### config.mk
export PLATFORM = sky130hd
export DESIGN_NAME = rsu_receive_signaling
export DESIGN_NICKNAME = d
export VERILOG_FILES = /design/src/rtl/rsu_pkg.sv /design/src/rtl/rsu_sync2.sv /design/src/rtl/rsu_cos_chan.sv /design/src/rtl/rsu_receive_signaling.sv
export VERILOG_INCLUDE_DIRS = /design/src /design/src/rtl
export SDC_FILE = /design/constraint.sdc
export NUM_CORES = 2
export LEC_CHECK = 0
export ABC_AREA = 1
export BUFFER_PORTS_ARGS = -buffer_cell sky130_fd_sc_hd__buf_2
export CORE_UTILIZATION = 42
export DETAILED_ROUTE_END_ITERATION = 12
export SYNTH_ARGS = -nofsm -noshare
export SYNTH_HDL_FRONTEND = slang
export SYNTH_SLANG_ARGS = --single-unit
### constraint.sdc
create_clock -name i_clk -period 19.2 [get_ports i_clk]
set_input_delay 2.88 -clock i_clk [delete_from_list [all_inputs] [get_ports i_clk]]
set_output_delay 2.88 -clock i_clk [all_outputs]
set_load 0.02 [all_outputs]
### src/rtl/rsu_params.svh
// rsu_params.svh: register indices, field positions, reset values and
// timing figures of the receive signaling unit.
// assumes: included by bare name; definitions only.
`ifndef RSU_PARAMS_SVH
`define RSU_PARAMS_SVH

// =====================================================================
// register indices (byte address = 4 * index)
`define RSU_IDX_COS_INFO   7'h38
`define RSU_IDX_COS_EN     7'h3c
`define RSU_IDX_SIGCTL     7'h40
`define RSU_IDX_PCPTR      7'h50
`define RSU_IDX_PCDATA     7'h51
`define RSU_IDX_STATUS     7'h55
`define RSU_IDX_MASK       7'h56
`define RSU_IDX_CONFIG     7'h57
`define RSU_IDX_RX_SIG     7'h60

// =====================================================================
// fields and reset values
`define RSU_SIGCTL_RST     8'h00
`define RSU_SIGCTL_WMASK   8'h9f
`define RSU_B_ALL_ONES     0
`define RSU_B_TX_ORDER     1
`define RSU_B_RX_ORDER     2
`define RSU_B_FORCE_FRZ    3
`define RSU_B_FRZ_EN       4
`define RSU_B_GLOB_REINS   7
`define RSU_B_REINS_SEL    0
`define RSU_B_ONES_SEL     1
`define RSU_B_T1           0
`define RSU_B_ESF          1
`define RSU_B_INTEG        2
`define RSU_B_BP2048       3
`define RSU_CFG_RST        8'h00
`define RSU_CH_MASK        32'h3fffffff
`define RSU_T1_CH_MASK     32'h00ffffff

// =====================================================================
// framing and timing
`define RSU_NB             120
`define RSU_LEN_T1         8'd192
`define RSU_LEN_2048       8'd255
`define RSU_MF_ESF         5'd23
`define RSU_MF_D4          5'd11
`define RSU_MF_E1          5'd15
`define RSU_INTEG_MF       2'd3
`define RSU_CLK_MHZ        250
`define RSU_HOLD_ESF_US    9000
`define RSU_HOLD_D4_US     4500

`endif

### src/rtl/rsu_pkg.sv
// rsu_pkg: types of the receive signaling unit.
// assumes: compiled before every rtl module.
package rsu_pkg;

  typedef enum logic [1:0] {
    RSU_RUN    = 2'b00,
    RSU_FROZEN = 2'b01,
    RSU_HOLD   = 2'b10
  } rsu_frz_t;

endpackage

### src/rtl/rsu_sync2.sv
// rsu_sync2: two-flop synchroniser for levels from outside i_clk.
// assumes: inputs slow against i_clk.
`timescale 1ns/100ps

module rsu_sync2 #(
  parameter int P_W = 1
) (
  input  wire logic           i_clk,
  input  wire logic           i_nrst,
  input  wire logic [P_W-1:0] i_d,
  output logic      [P_W-1:0] o_q
);

  logic [P_W-1:0] meta;

  always_ff @(posedge i_clk) begin
    if (!i_nrst) begin
      meta <= '0;
      o_q  <= '0;
    end else begin
      meta <= i_d;
      o_q  <= meta;
    end
  end

endmodule

### src/rtl/rsu_cos_chan.sv
// rsu_cos_chan: per-channel change-of-state detector with optional
// three-multiframe integration.
// assumes: i_mf is a one-cycle pulse at each multiframe boundary.
`timescale 1ns/100ps
`include "rsu_params.svh"

module rsu_cos_chan (
  input  wire logic       i_clk,
  input  wire logic       i_nrst,
  input  wire logic       i_mf,
  input  wire logic       i_integ,
  input  wire logic [3:0] i_new,
  output logic            o_change
);

  logic [3:0] rep;
  logic [3:0] cand;
  logic [1:0] cnt;

  wire       same     = (i_new == cand);
  wire [1:0] next_cnt = !same ? 2'd1 :
                        (cnt == 2'd3) ? cnt : cnt + 2'd1;
  // integration: value must have held for three boundaries in a row
  wire       settled  = !i_integ || (next_cnt == `RSU_INTEG_MF);
  assign o_change = i_mf && settled && (i_new != rep);

  always_ff @(posedge i_clk) begin
    if (!i_nrst) begin
      rep  <= 4'h0;
      cand <= 4'h0;
      cnt  <= 2'd0;
    end else if (i_mf) begin
      cand <= i_new;
      cnt  <= next_cnt;
      if (o_change) begin
        rep <= i_new;
      end
    end
  end

endmodule

### src/rtl/rsu_receive_signaling.sv
// rsu_receive_signaling: receive signaling unit of a T1/E1 framer.
// assumes: framer strobes, mf pulse and alarms are on i_clk; backplane
// clock, sync and serial data are asynchronous pins; APB slave, zero wait.
//
// Notes on behaviour
// capture robbed-bit or TS16 signaling; T1 uses only twelve registers.
// receive registers refresh at every multiframe boundary, always on.
// enable bits pick channels for change indication; three regs in T1.
// integration reports change only after three stable multiframes.
// change on an enabled channel sets status bit; with mask set, interrupt output goes low.
// change-information bits record every change, enables ignored.
// per-channel signaling stream on pin; serial data left intact.
// elastic store optional; backplane clock 1.544 or 2.048 MHz.
// ESF puts ABCD in low nibble, updated per multiframe.
// D4 puts AB twice in low nibble, updated per multiframe.
// reinsertion aligns to external multiframe sync on the sync pin.
// reinsert on channels chosen in per-channel data when selected.
// E1 global reinsert bit reinserts all channels.
// T1 forces robbed-bit positions to one on selected channels.
// with freeze enable, buffer holds on out-of-frame, loss or slip.
// force-freeze freezes output regardless of freeze enable.
// freeze indicator pin high while any freeze is in effect.
// four-multiframe buffer gives three-multiframe delay.
// after condition clears hold old state 9ms, 4.5ms in D4.
// T1 force-all-ones drives all signaling to ones; no effect in E1.
// receive order bit selects CAS or CCS register placement.
// transmit order bit selects CAS or CCS for transmit signaling.
// change-information bits stay set until their register is read.
// channel change interrupts only when its enable bit is set.
// control bits 5 and 6 reset to zero and do nothing.
//
// The APB interface to the registers was decided locally.
`timescale 1ns/100ps
`include "rsu_params.svh"

module rsu_receive_signaling #(
  parameter int P_HOLD_ESF_CYC = `RSU_HOLD_ESF_US * `RSU_CLK_MHZ,
  parameter int P_HOLD_D4_CYC  = `RSU_HOLD_D4_US * `RSU_CLK_MHZ
) (
  input  wire logic        i_clk,
  input  wire logic        i_nrst,
  input  wire logic        i_psel,
  input  wire logic        i_penable,
  input  wire logic        i_pwrite,
  input  wire logic [11:0] i_paddr,
  input  wire logic [31:0] i_pwdata,
  output logic      [31:0] o_prdata,
  output logic             o_pready,
  output logic             o_pslverr,
  input  wire logic        i_mf_start,
  input  wire logic        i_sig_valid,
  input  wire logic [4:0]  i_sig_idx,
  input  wire logic [7:0]  i_sig_byte,
  input  wire logic        i_out_of_frame,
  input  wire logic        i_carrier_loss,
  input  wire logic        i_slip,
  input  wire logic        i_rx_backplane_clk,
  input  wire logic        i_rx_sync_pin,
  input  wire logic        i_rx_serial_in,
  output logic             o_rx_sig_pin,
  output logic             o_rx_serial_out,
  output logic             o_freeze_indicator_pin,
  output logic             o_int_n,
  output logic             o_tx_sig_order
);

  // ===================================================================
  // helpers
  function automatic logic [3:0] nib_of(input logic [119:0] v,
                                        input logic [4:0]   c);
    nib_of = (c < 5'd30) ? v[{c, 2'b00} +: 4] : 4'h0;
  endfunction

  function automatic logic [7:0] byte_of(input logic [31:0] v,
                                         input logic [1:0]  k);
    byte_of = v[{k, 3'b000} +: 8];
  endfunction

  // ===================================================================
  // registers
  logic [7:0]   sigctl;
  logic [7:0]   cfg;
  logic [7:0]   pcptr;
  logic [31:0]  cos_en;
  logic [31:0]  cos_info;
  logic [31:0]  reins_mask;
  logic [31:0]  ones_mask;
  logic         cos_status;
  logic         cos_irq_mask;
  logic [119:0] cur_v;
  logic [7:0]   cur_f0;
  logic [119:0] rxs_v;
  logic [7:0]   rx_f0;
  logic [119:0] buf_q [4];
  logic [1:0]   wr_ptr;
  logic [119:0] pres_v;
  logic [21:0]  hold_cnt;
  rsu_pkg::rsu_frz_t frz_state;
  logic [29:0]  cap_en;
  logic [119:0] cap_v;
  logic [29:0]  chg;

  wire t1         = cfg[`RSU_B_T1];
  wire esf        = cfg[`RSU_B_ESF];
  wire integ      = cfg[`RSU_B_INTEG];
  wire bp2048     = cfg[`RSU_B_BP2048];
  wire all_ones   = t1 & sigctl[`RSU_B_ALL_ONES];
  wire rx_order   = sigctl[`RSU_B_RX_ORDER];
  wire force_frz  = sigctl[`RSU_B_FORCE_FRZ];
  wire frz_en     = sigctl[`RSU_B_FRZ_EN];
  wire glob_reins = ~t1 & sigctl[`RSU_B_GLOB_REINS];
  assign o_tx_sig_order = sigctl[`RSU_B_TX_ORDER];

  // ===================================================================
  // APB decode
  wire [6:0] idx      = i_paddr[8:2];
  wire       in_range = (i_paddr[11:9] == 3'h0) &&
                        (i_paddr[1:0] == 2'h0);
  wire [6:0] d_info   = idx - `RSU_IDX_COS_INFO;
  wire [6:0] d_en     = idx - `RSU_IDX_COS_EN;
  wire [6:0] d_pcd    = idx - `RSU_IDX_PCDATA;
  wire [6:0] d_rxs    = idx - `RSU_IDX_RX_SIG;
  wire sel_info   = in_range && (d_info < 7'd4);
  wire sel_en     = in_range && (d_en < 7'd4);
  wire sel_pcd    = in_range && (d_pcd < 7'd4);
  wire sel_rxs    = in_range && (d_rxs < 7'd16);
  wire sel_ctl    = in_range && (idx == `RSU_IDX_SIGCTL);
  wire sel_ptr    = in_range && (idx == `RSU_IDX_PCPTR);
  wire sel_stat   = in_range && (idx == `RSU_IDX_STATUS);
  wire sel_mask   = in_range && (idx == `RSU_IDX_MASK);
  wire sel_cfg    = in_range && (idx == `RSU_IDX_CONFIG);
  wire hit = sel_info | sel_en | sel_pcd | sel_rxs | sel_ctl |
             sel_ptr | sel_stat | sel_mask | sel_cfg;
  wire acc      = i_psel & i_penable;
  wire wr       = acc & i_pwrite & hit;
  wire rd       = acc & ~i_pwrite & hit;
  wire [7:0] wbyte = i_pwdata[7:0];
  // byte 3 of channel maps holds only channels 25 to 30
  wire [7:0] ch_bmask = ((sel_pcd ? d_pcd[1:0] : d_en[1:0]) == 2'd3) ?
                        8'h3f : 8'hff;

  assign o_pready  = 1'b1;
  assign o_pslverr = acc & ~hit;

  // receive signaling register view
  wire [3:0] r   = d_rxs[3:0];
  wire [4:0] r2  = {r, 1'b0};
  wire [4:0] r1  = {1'b0, r};
  wire [7:0] rs_t1  = (r < 4'd12) ?
                      {nib_of(rxs_v, r2 + 5'd1), nib_of(rxs_v, r2)} :
                      8'h00;
  wire [7:0] rs_cas = (r == 4'd0) ? {4'h0, rx_f0[3:0]} :
                      {nib_of(rxs_v, r2 - 5'd1), nib_of(rxs_v, r2 - 5'd2)};
  wire [7:0] rs_ccs = (r == 4'd0) ? rx_f0 :
                      {nib_of(rxs_v, r1 - 5'd1), nib_of(rxs_v, r1 + 5'd14)};
  wire [7:0] rs_byte = t1 ? rs_t1 : (rx_order ? rs_ccs : rs_cas);
  wire [31:0] pcd_src = pcptr[`RSU_B_REINS_SEL] ? reins_mask : ones_mask;

  wire [7:0] rdata =
      sel_info ? byte_of(cos_info, d_info[1:0]) :
      sel_en   ? byte_of(cos_en, d_en[1:0]) :
      sel_pcd  ? byte_of(pcd_src, d_pcd[1:0]) :
      sel_rxs  ? rs_byte :
      sel_ctl  ? sigctl :
      sel_ptr  ? pcptr :
      sel_stat ? {7'h00, cos_status} :
      sel_mask ? {7'h00, cos_irq_mask} :
      sel_cfg  ? cfg : 8'h00;

  // read data launched in the setup phase, so zero-wait access works
  always_ff @(posedge i_clk) begin
    if (!i_nrst) begin
      o_prdata <= 32'h00000000;
    end else if (i_psel & ~i_penable) begin
      o_prdata <= {24'h000000, rdata};
    end
  end

  always_ff @(posedge i_clk) begin
    if (!i_nrst) begin
      sigctl       <= `RSU_SIGCTL_RST;
      cfg          <= `RSU_CFG_RST;
      pcptr        <= 8'h00;
      cos_en       <= 32'h00000000;
      reins_mask   <= 32'h00000000;
      ones_mask    <= 32'h00000000;
      cos_irq_mask <= 1'b0;
    end else if (wr) begin
      if (sel_ctl) begin
        sigctl <= wbyte & `RSU_SIGCTL_WMASK;
      end
      if (sel_cfg) begin
        cfg <= {4'h0, wbyte[3:0]};
      end
      if (sel_ptr) begin
        pcptr <= {6'h00, wbyte[1:0]};
      end
      if (sel_mask) begin
        cos_irq_mask <= wbyte[0];
      end
      if (sel_en) begin
        cos_en[{d_en[1:0], 3'b000} +: 8] <= wbyte & ch_bmask;
      end
      if (sel_pcd && pcptr[`RSU_B_REINS_SEL]) begin
        reins_mask[{d_pcd[1:0], 3'b000} +: 8] <= wbyte & ch_bmask;
      end
      if (sel_pcd && pcptr[`RSU_B_ONES_SEL]) begin
        ones_mask[{d_pcd[1:0], 3'b000} +: 8] <= wbyte & ch_bmask;
      end
    end
  end

  // ===================================================================
  // capture of channel signaling from the framer
  wire [3:0] t1_nib = esf ? i_sig_byte[3:0] :
                      {i_sig_byte[3:2], i_sig_byte[3:2]};

  for (genvar c = 0; c < 30; c++) begin : g_ch
    localparam logic [4:0] CH = 5'(c);
    localparam logic [4:0] FR = 5'(c < 15 ? c + 1 : c - 14);
    assign cap_en[c] = i_sig_valid &&
                       (t1 ? (c < 24 && i_sig_idx == CH) :
                             (i_sig_idx == FR));
    assign cap_v[4*c +: 4] = t1 ? t1_nib :
                             (c < 15 ? i_sig_byte[7:4] : i_sig_byte[3:0]);
    rsu_cos_chan u_cos (
      .i_clk    (i_clk),
      .i_nrst   (i_nrst),
      .i_mf     (i_mf_start),
      .i_integ  (integ),
      .i_new    (cur_v[4*c +: 4]),
      .o_change (chg[c])
    );
  end

  always_ff @(posedge i_clk) begin
    if (!i_nrst) begin
      cur_v  <= '0;
      cur_f0 <= 8'h00;
    end else if (i_sig_valid) begin
      cur_v <= (cur_v & ~expand(cap_en)) | (cap_v & expand(cap_en));
      if (!t1 && i_sig_idx == 5'd0) begin
        cur_f0 <= i_sig_byte;
      end
    end
  end

  function automatic logic [119:0] expand(input logic [29:0] e);
    for (int k = 0; k < 30; k++) begin
      expand[4*k +: 4] = {4{e[k]}};
    end
  endfunction

  // registers refresh at every boundary, whatever the freeze state
  always_ff @(posedge i_clk) begin
    if (!i_nrst) begin
      rxs_v <= '0;
      rx_f0 <= 8'h00;
    end else if (i_mf_start) begin
      rxs_v <= cur_v;
      rx_f0 <= cur_f0;
    end
  end

  // ===================================================================
  // change of state: info, status, interrupt
  wire [31:0] en_eff  = t1 ? (cos_en & `RSU_T1_CH_MASK) : cos_en;
  wire [31:0] chg_w   = {2'b00, chg};
  wire [31:0] info_clr = (rd && sel_info) ?
                         (32'(o_prdata[7:0]) << {d_info[1:0], 3'b000}) :
                         32'h00000000;
  wire [31:0] next_info = (cos_info & ~info_clr) | chg_w;
  wire        cos_evt   = |(chg_w & en_eff);
  wire        next_stat = (cos_status & ~(rd & sel_stat & o_prdata[0])) |
                          cos_evt;

  always_ff @(posedge i_clk) begin
    if (!i_nrst) begin
      cos_info   <= 32'h00000000;
      cos_status <= 1'b0;
    end else begin
      cos_info   <= next_info;
      cos_status <= next_stat;
    end
  end

  assign o_int_n = ~(cos_status & cos_irq_mask);

  // ===================================================================
  // freeze control
  wire frz_cond = frz_en & (i_out_of_frame | i_carrier_loss | i_slip);
  wire [21:0] hold_load = (t1 && !esf) ? 22'(P_HOLD_D4_CYC) :
                                         22'(P_HOLD_ESF_CYC);
  wire frozen = force_frz | (frz_state != rsu_pkg::RSU_RUN);

  always_ff @(posedge i_clk) begin
    if (!i_nrst) begin
      frz_state <= rsu_pkg::RSU_RUN;
      hold_cnt  <= 22'd0;
    end else begin
      case (frz_state)
        rsu_pkg::RSU_RUN: begin
          if (frz_cond) begin
            frz_state <= rsu_pkg::RSU_FROZEN;
          end
        end
        rsu_pkg::RSU_FROZEN: begin
          if (!frz_cond) begin
            frz_state <= rsu_pkg::RSU_HOLD;
            hold_cnt  <= hold_load;
          end
        end
        rsu_pkg::RSU_HOLD: begin
          if (frz_cond) begin
            frz_state <= rsu_pkg::RSU_FROZEN;
          end else if (hold_cnt <= 22'd1) begin
            frz_state <= rsu_pkg::RSU_RUN;
          end else begin
            hold_cnt <= hold_cnt - 22'd1;
          end
        end
        default: begin
          frz_state <= rsu_pkg::RSU_RUN;
        end
      endcase
    end
  end

  assign o_freeze_indicator_pin = frozen;

  // four slots; a frozen buffer neither writes nor advances
  always_ff @(posedge i_clk) begin
    if (!i_nrst) begin
      wr_ptr <= 2'd0;
      for (int k = 0; k < 4; k++) begin
        buf_q[k] <= '0;
      end
    end else if (i_mf_start && !frozen) begin
      buf_q[wr_ptr] <= cur_v;
      wr_ptr        <= wr_ptr + 2'd1;
    end
  end

  // second-oldest slot: two boundaries behind the newest
  wire [1:0] rd_ptr = wr_ptr + 2'd1;

  // ===================================================================
  // backplane side, sampled on i_clk
  logic [2:0] bp_s;
  logic       bp_clk_d;
  logic [7:0] pos;
  logic [4:0] frm;

  rsu_sync2 #(.P_W(3)) u_sync (
    .i_clk  (i_clk),
    .i_nrst (i_nrst),
    .i_d    ({i_rx_serial_in, i_rx_sync_pin, i_rx_backplane_clk}),
    .o_q    (bp_s)
  );

  wire bp_rise = bp_s[0] & ~bp_clk_d;
  // 193-bit frame only for T1 on a 1.544 MHz backplane
  wire       short_fr = t1 & ~bp2048;
  wire [7:0] last_pos = short_fr ? `RSU_LEN_T1 : `RSU_LEN_2048;
  wire [4:0] last_frm = !t1 ? `RSU_MF_E1 :
                        esf ? `RSU_MF_ESF : `RSU_MF_D4;
  wire       fr_end   = (pos == last_pos);
  wire [7:0] npos = bp_s[1] ? 8'd0 : (fr_end ? 8'd0 : pos + 8'd1);
  wire [4:0] nfrm = bp_s[1] ? 5'd0 :
                    !fr_end ? frm :
                    (frm == last_frm) ? 5'd0 : frm + 5'd1;

  wire [7:0] bpos    = short_fr ? npos - 8'd1 : npos;
  wire [4:0] ts      = bpos[7:3];
  wire [2:0] bitc    = bpos[2:0];
  wire       f_bit   = short_fr && npos == 8'd0;
  wire       e1_slot = !t1 && ts == 5'd16 && nfrm != 5'd0;
  wire       chan_ok = !f_bit && (t1 ? ts < 5'd24 :
                       (ts != 5'd0 && ts != 5'd16));
  wire [4:0] ch      = t1 ? ts : (ts < 5'd16 ? ts - 5'd1 : ts - 5'd2);
  wire [4:0] sel_ch  = !e1_slot ? ch :
                       bitc[2] ? nfrm + 5'd14 : nfrm - 5'd1;
  wire       force1  = all_ones | (t1 & ones_mask[sel_ch]);
  wire [3:0] pn      = force1 ? 4'hf : nib_of(pres_v, sel_ch);
  wire       reins   = glob_reins | reins_mask[sel_ch];
  wire [1:0] grp     = (nfrm >= 5'd18) ? 2'd3 : (nfrm >= 5'd12) ? 2'd2 :
                       (nfrm >= 5'd6) ? 2'd1 : 2'd0;
  // robbed-bit frames 6, 12 (and 18, 24 in ESF), bit 8 of each channel
  wire       robbed  = t1 && chan_ok && bitc == 3'd7 &&
                       (nfrm == 5'd5 || nfrm == 5'd11 ||
                        (esf && (nfrm == 5'd17 || nfrm == 5'd23)));
  wire       sig_bit = pn[~bitc[1:0]];
  wire       rx_sig_pin_nx = chan_ok & bitc[2] & sig_bit;
  // original signaling passes through unless reinserted or forced
  wire       ser_nx  = (robbed && (force1 || reins)) ? pn[~grp] :
                       (e1_slot && reins) ? sig_bit :
                       bp_s[2];

  always_ff @(posedge i_clk) begin
    if (!i_nrst) begin
      bp_clk_d        <= 1'b0;
      pos             <= 8'd0;
      frm             <= 5'd0;
      pres_v          <= '0;
      o_rx_sig_pin    <= 1'b0;
      o_rx_serial_out <= 1'b0;
    end else begin
      bp_clk_d <= bp_s[0];
      if (bp_rise) begin
        pos             <= npos;
        frm             <= nfrm;
        o_rx_sig_pin    <= rx_sig_pin_nx;
        o_rx_serial_out <= ser_nx;
        if (npos == 8'd0 && nfrm == 5'd0) begin
          pres_v <= buf_q[rd_ptr];
        end
      end
    end
  end

endmodule

# Word level (Yosys, flattened, before mapping)

Memories as Yosys holds them, arrays and structs flattened. A register that Yosys moved wholly into a read port is not among the register bits.
Cells that the tools add are included.

Bits in writable memories: 480
Logic and storage cells: 797
Memories kept: 1
Register bits: 754
Input bits: 70
Output and inout bits: 39

Memory list:

| name  | depth | width | read ports | clocked after memory_dff | wr ports | line                        | RTL |
|---|---|---|---|---|---|---|---|
| buf_q | 4     | 120   | 1          | 1                        | 4        | rsu_receive_signaling.sv:94 | `logic [119:0] buf_q [4];` |

Bitwise gates (word level): 52
Equality and inequality tests: 165
Add/subtract/negate cells: 50
Magnitude comparators: 21
Shift-type cells: 15
Multiplexer cells: 167
Reductions and logical operators: 212

Operator list:

| cell                                                                    | count |
|---|---|
| 120-bit by 8-bit variable part select with 4-bit output                 | 7 |
| 120-bit bitwise AND                                                     | 2 |
| 2-bit two-way mux                                                       | 70 |
| 2-bit == test (second input constant)                                   | 62 |
| 4-bit == test                                                           | 30 |
| 120-bit two-way mux                                                     | 1 |
| 4-bit != test                                                           | 30 |
| 120-bit inverter                                                        | 1 |
| 120-bit bitwise OR                                                      | 1 |
| 120-bit OR reduction                                                    | 1 |
| 1-bit logical AND                                                       | 118 |
| 8-bit two-way mux                                                       | 14 |
| 32-bit bitwise mux                                                      | 3 |
| 32-bit two-way mux                                                      | 3 |
| 32-bit by 6-bit variable part select with 8-bit output                  | 3 |
| 22-bit two-way mux                                                      | 4 |
| 2-bit AND reduction                                                     | 39 |
| 8-bit by 7-bit variable shift with 32-bit output (first input constant) | 2 |
| 8-bit by 7-bit variable part select with 32-bit output                  | 2 |
| 2-bit by 1-bit adder with 2-bit output (second input constant)          | 31 |
| 5-bit == test (second input constant)                                   | 11 |
| 4-bit two-way mux                                                       | 13 |
| 5-bit by 4-bit == test with 1-bit output (second input constant)        | 9 |
| 5-bit < comparator (second input constant)                              | 9 |
| 61 further kinds                                                        | 216 |

# Logic depth before layout (Yosys ltp)

Depth after elaboration: 21
Mapped depth: 34
Gate-level depth less buffers: 31

# Cells and area by module

From an unflattened synthesis, not the netlist that was laid out.

Cells, all modules: 8368
Area, all modules: 65419.0 um2

Modules (own cells, without submodules):

| module                | instances | sequential area each (um2) | area each (um2) | cells an instance |
|---|---|---|---|---|
| rsu_receive_signaling | 1         | 25784.7                    | 48888.1         | 5920 |
| rsu_cos_chan          | 30        | 200.2                      | 545.5           | 81 |
| rsu_sync2             | 1         | 120.1                      | 165.2           | 18 |

# Worst setup path after synthesis

Ideal clock, no wire load.

Path type: input to register
Start: in i_mf_start
End: mem buf_q[0][0], enable pin
Slack: 6.891 ns
Stages: 4
Arrival time: 11.544 ns
Library setup time: 0.765 ns
Buffers on the path: 0
Required time: 18.435 ns
Path through: inv_1 -> nor2_1 -> inv_1 -> o21ai_0

RTL lines:

| what        | line                        | RTL |
|---|---|---|
| from (decl) | rsu_receive_signaling.sv:50 | `input wire logic i_mf_start,` |
| to (decl)   | rsu_receive_signaling.sv:94 |  |

# Final worst setup path

Start: in i_paddr[4]
End: out o_pslverr

Longest elaborated chain between the ends: 13
Elaborated cells on any way between the ends: 32

RTL lines:

| what                                                                    | line                                                       | RTL |
|---|---|---|
| from (decl)                                                             | rsu_receive_signaling.sv:45                                | `input wire logic [11:0] i_paddr,` |
| 7-bit by 6-bit subtractor with 7-bit output (no source line)            | n/a                                                        |  |
| 7-bit by 3-bit < comparator with 1-bit output, on equally long branches | rsu_receive_signaling.sv:123, rsu_receive_signaling.sv:124 |  |
| 1-bit logical AND, on equally long branches                             | rsu_receive_signaling.sv:123, rsu_receive_signaling.sv:124 |  |
| 1-bit bitwise OR (5 in series)                                          | rsu_receive_signaling.sv:132                               | `wire hit = sel_info \| sel_en \| sel_pcd \| sel_rxs \| sel_ctl \|` |
| 1-bit bitwise OR (2 in series)                                          | rsu_receive_signaling.sv:133                               | `sel_ptr \| sel_stat \| sel_mask \| sel_cfg;` |
| 1-bit bitwise OR *                                                      | rsu_receive_signaling.sv:133                               |  |
| 1-bit inverter *                                                        | rsu_receive_signaling.sv:143                               | `assign o_pslverr = acc & ~hit;` |
| 1-bit bitwise AND *                                                     | rsu_receive_signaling.sv:143                               |  |
| to (decl)                                                               | rsu_receive_signaling.sv:49                                | `output logic o_pslverr,` |

Mark *: on every way between the ends. The rest lies on a longest branch, timed or not.

==> PnR_summary.wiki <==
{| class="wikitable"
! Metric !! Value
|-
| Outcome || finished, final reports clean
|-
| Category of the critical setup timing path || input pin to primary output
|-
| Net Switching || 1.73 mW
|-
| Peak clock frequency supported by timing || 102 MHz
|-
| Place WS || 9.58 ns
|-
| CTS root buffer || clkbuf_16
|-
| Worst min path class || flip-flop to flip-flop
|-
| Slew at the pin closest to its max-slew limit || 1.26 ns
|-
| Sequential area share after synthesis || 0.508
|-
| Violation count after the first detailed-routing iteration || 5375
|-
| Cell repeated most along the worst path || nor2_1
|-
| Lkg Pwr || 23.4 nW
|-
| Most common cell after layout, fill and taps aside || nor2_1
|-
| Via count of the routed design || 51000
|-
| Cells taking the most area after synthesis || dfxtp_1 26%, edfxtp_1 25%, o21ai_0 6.5%
|-
| First-pass GRT wire length || 303000 µm
|-
| Row Count || 136
|-
| Synth Instances || 6977
|-
| Category of the worst setup path capture point || primary output
|-
| Hold violation count in the final report || 0
|-
| Number of global-route vias before repair || 47500
|-
| Post-detailed-route wirelength per cell || 23.3 µm
|-
| Half-perimeter wire length after placement || 132000 µm
|-
| Netlist area before placement || 0.0581 mm²
|-
| Setup violators final || 0
|-
| Number of synthesized flops with an enable pin || 480
|-
| Critical path's largest stage delay || 0.88 ns
|-
| Die Height || 374 µm
|-
| FF+latch area || 0.0295 mm²
|-
| Final Routed Wirelength || 204000 µm
|-
| Worst setup margin || 9.42 ns
|-
| Critical-path top delay cell || xor2_1
|-
| Switching Fraction || 0.278
|-
| Initial antenna violation count || 7
|-
| Fraction of power consumed by sequential logic || 0.466
|-
| TritonCTS clock tree || yes
|-
| Peak supply drop || 75.0 µV
|-
| Area Growth Syn to Fin || 10.3%
|-
| CP Max Fanout || 22
|-
| Area of the multi-input gates || 0.0242 mm²
|-
| Count of input and output buffers || 59
|-
| Clock net sink count || 1234
|-
| Skew final || 0.0241 ns
|-
| Via-per-instance ratio || 5.83
|-
| Post-synth top flop || dfxtp_1
|-
| Overall die area || 0.140 mm²
|-
| Post-layout minimum cycle time || 9.78 ns
|-
| PostCTS Resize Cnt || 0
|-
| Horizontal die dimension || 374 µm
|-
| Cell class contributing the biggest share of worst-path delay || buffers and inverters
|-
| Post-detailed-route DRC marker count || 0
|-
| Deepest clock path buffer count || 3
|-
| Commonest cells after routing, fill and taps aside || 912 x nor2_1, 756 x o21ai_0, 751 x dfxtp_1, 725 x nand2_1, 669 x inv_1
|-
| H-tree depth || 4
|-
| Ys Warns || 0
|-
| Slew HR || 0.158
|-
| Clock share of power || 0.416
|-
| Async set-reset flop share out of synthesis || 0
|-
| GRT Resource Usage Total || 0.284
|-
| Summed negative setup slack over all endpoints || 0 ns
|-
| Proportion of power drawn by combinational gates || 0.118
|-
| Clock transition at the register clock pins on the worst setup and hold paths after CTS || 0.06 ns
|-
| RSZ-0062 raised after global routing || false
|-
| Number of buffers inserted by post-CTS setup repair || 0
|-
| GP Congestion || 0.993
|-
| Largest net degree at the start of global routing || 100
|-
| Initial core utilization || 0.423
|-
| Series of cell instances along the critical path || buf_2, buf_4, nor2_1, buf_4, inv_1, nor2_1, xor2_1, inv_1, nor3_1, nand2_1, nand4_1, nor2_1, buf_2
|-
| Remaining antenna violation count after routing || 0
|-
| Type of origin of the critical path || input pin
|-
| Endpoint required time on the critical path || 16.32 ns
|-
| Top cell type's share of synthesized area || 0.260
|-
| Fraction of the cycle the final worst path needs || 0.509
|-
| Number of iterations in the first detailed-routing pass || 5
|-
| Number of CTS-inserted buffers || 135
|-
| Worst path bufs/invs || 6
|-
| Power density relative to cell area || 97.2 mW/mm²
|-
| Final layout net count || 6936
|-
| Count of state elements after synthesis || 1234
|-
| Unique masters post-synth || 64
|-
| Count of pins on the block boundary || 109
|-
| Filler cell count in the final layout || 13300
|-
| Total grt overflow || 0
|-
| Worst-skew pair later-pin latency || 0.77 ns
|-
| Total of max-cap violations || 0
|-
| Post-cts hold buffer count || 0
|-
| Cell internal power dissipation || 4.50 mW
|-
| Endpoint arrival time on the critical path || 6.90 ns
|-
| Slew Viols, Final || 0
|-
| Mean Syn Cell Area || 8.33 µm²
|-
| Biggest area consumer among synthesized cells || dfxtp_1
|-
| Ratio of cells with drive above 1 in the final layout || 0.0636
|-
| Core area || 0.137 mm²
|}
routing by layer:
metal / global-route usage / share of wire / wire length (µm)
met1: 0.394 / 0.44 / 89700
met5: 0 / 0.00013 / 27
met2: 0.450 / 0.45 / 92700
met3: 0.0388 / 0.073 / 14800
met4: 0.105 / 0.033 / 6810
power groups by stage:
stage | Sequential, mW | Combinational, mW | Clock [mW]
3_5_place_dp | 2.96 | 0.718 | 0
6_report | 2.91 | 0.734 | 2.59
2_1_floorplan | 2.95 | 0.451 | 0
5_1_grt | 2.92 | 0.782 | 2.73
4_1_cts | 2.91 | 0.721 | 2.62
3_3_place_gp | 2.96 | 0.713 | 0
synth_stat cells, types with 10 or more instances:
master	number
a22oi_1	74
o311ai_0	11
nor3_1	46
o2111ai_1	14
o41ai_1	26
a41oi_1	78
buf_1	26
o21ai_0	759
edfxtp_1	480
nand4_1	61
dfxtp_1	754
buf_4	37
buf_6	12
a211oi_1	115
inv_1	673
nor2_1	915
clkbuf_1	373
a21oi_1	610
a31oi_1	14
buf_2	10
o22ai_1	33
a221oi_1	50
o211ai_1	65
xnor2_1	143
o221ai_1	47
nand3_1	566
ha_1	28
nand2_1	728
xor2_1	108
or2_2	15
through the flow:
step / hold slack [ns] / power [mW] / instances / area, µm² / utilization
floorplan: 0.390 / 3.40 / 7000 / 58200 / -
global placement: 0.405 / 3.67 / 8495 / 59700 / 0.435
detailed placement: 0.409 / 3.68 / 8495 / 59700 / 0.435
CTS: 0.426 / 6.24 / 8743 / 64100 / 0.467
global route: 0.442 / 6.42 / 8744 / 64100 / 0.467
finish: 0.419 / 6.23 / 8749 / 64100 / 0.467
sequential cells by signal (all words and copies together), names as in the netlist, 32 cells and up, named ones only:
register        flops
g_ch.u_cos.rep    120
pres_v            120
cos_info           32
cos_en             32
ones_mask          32
reins_mask         32
buf_q             480
g_ch.u_cos.cnt     60
rxs_v             105
layout make-up:
type	count	share of cell area
flip-flops and latches	1234	0.461
multi-input cells	4620	0.378
clock buffers	191	0.0611
inverters	688	0.0408
well taps	1794	0.0350
repair buffers	159	0.0169
clock inverters	57	0.00711
diodes	6	0.000234
worst reg2reg max path: cells and delay by family, from the launching register on:
kind	cells	cell delay (ns)
simple gates	20	3.94
buf+inv	4	1.16
compound gates	2	0.20
xor+xnor	1	0.51
flops	1	0.55
fa+ha+maj	2	0.44
cell families (layout without fill, tap and decap cells):
kind of cell / Yosys count / in the layout / synth area share
xor gates and xnor gates: 251 / 251 / 0.0378
buffers and inverters: 1146 / 1095 / 0.0783
DFF: 1234 / 1234 / 0.508
adders and majority gates: 28 / 28 / 0.00603
other: 2 / 31 / 0.000129
and+or+nand+nor: 2377 / 2377 / 0.174
AOI/OAI and AO/OA: 1939 / 1939 / 0.196
path summary, 6_finish.rpt:
kind | slack, ns | endpoint | startpoint | cells past startpoint
setup / recovery | 9.42 | o_pslverr | i_paddr[4] | 13
hold / removal | 0.42 | u_sync.o_q[2] | u_sync.meta[2] | 2
setup reg to reg | 12.34 | o_rx_serial_out | cfg[3] | 29
hold reg to reg | 0.42 | u_sync.o_q[2] | u_sync.meta[2] | 2
(Power assumes the default switching activity.)
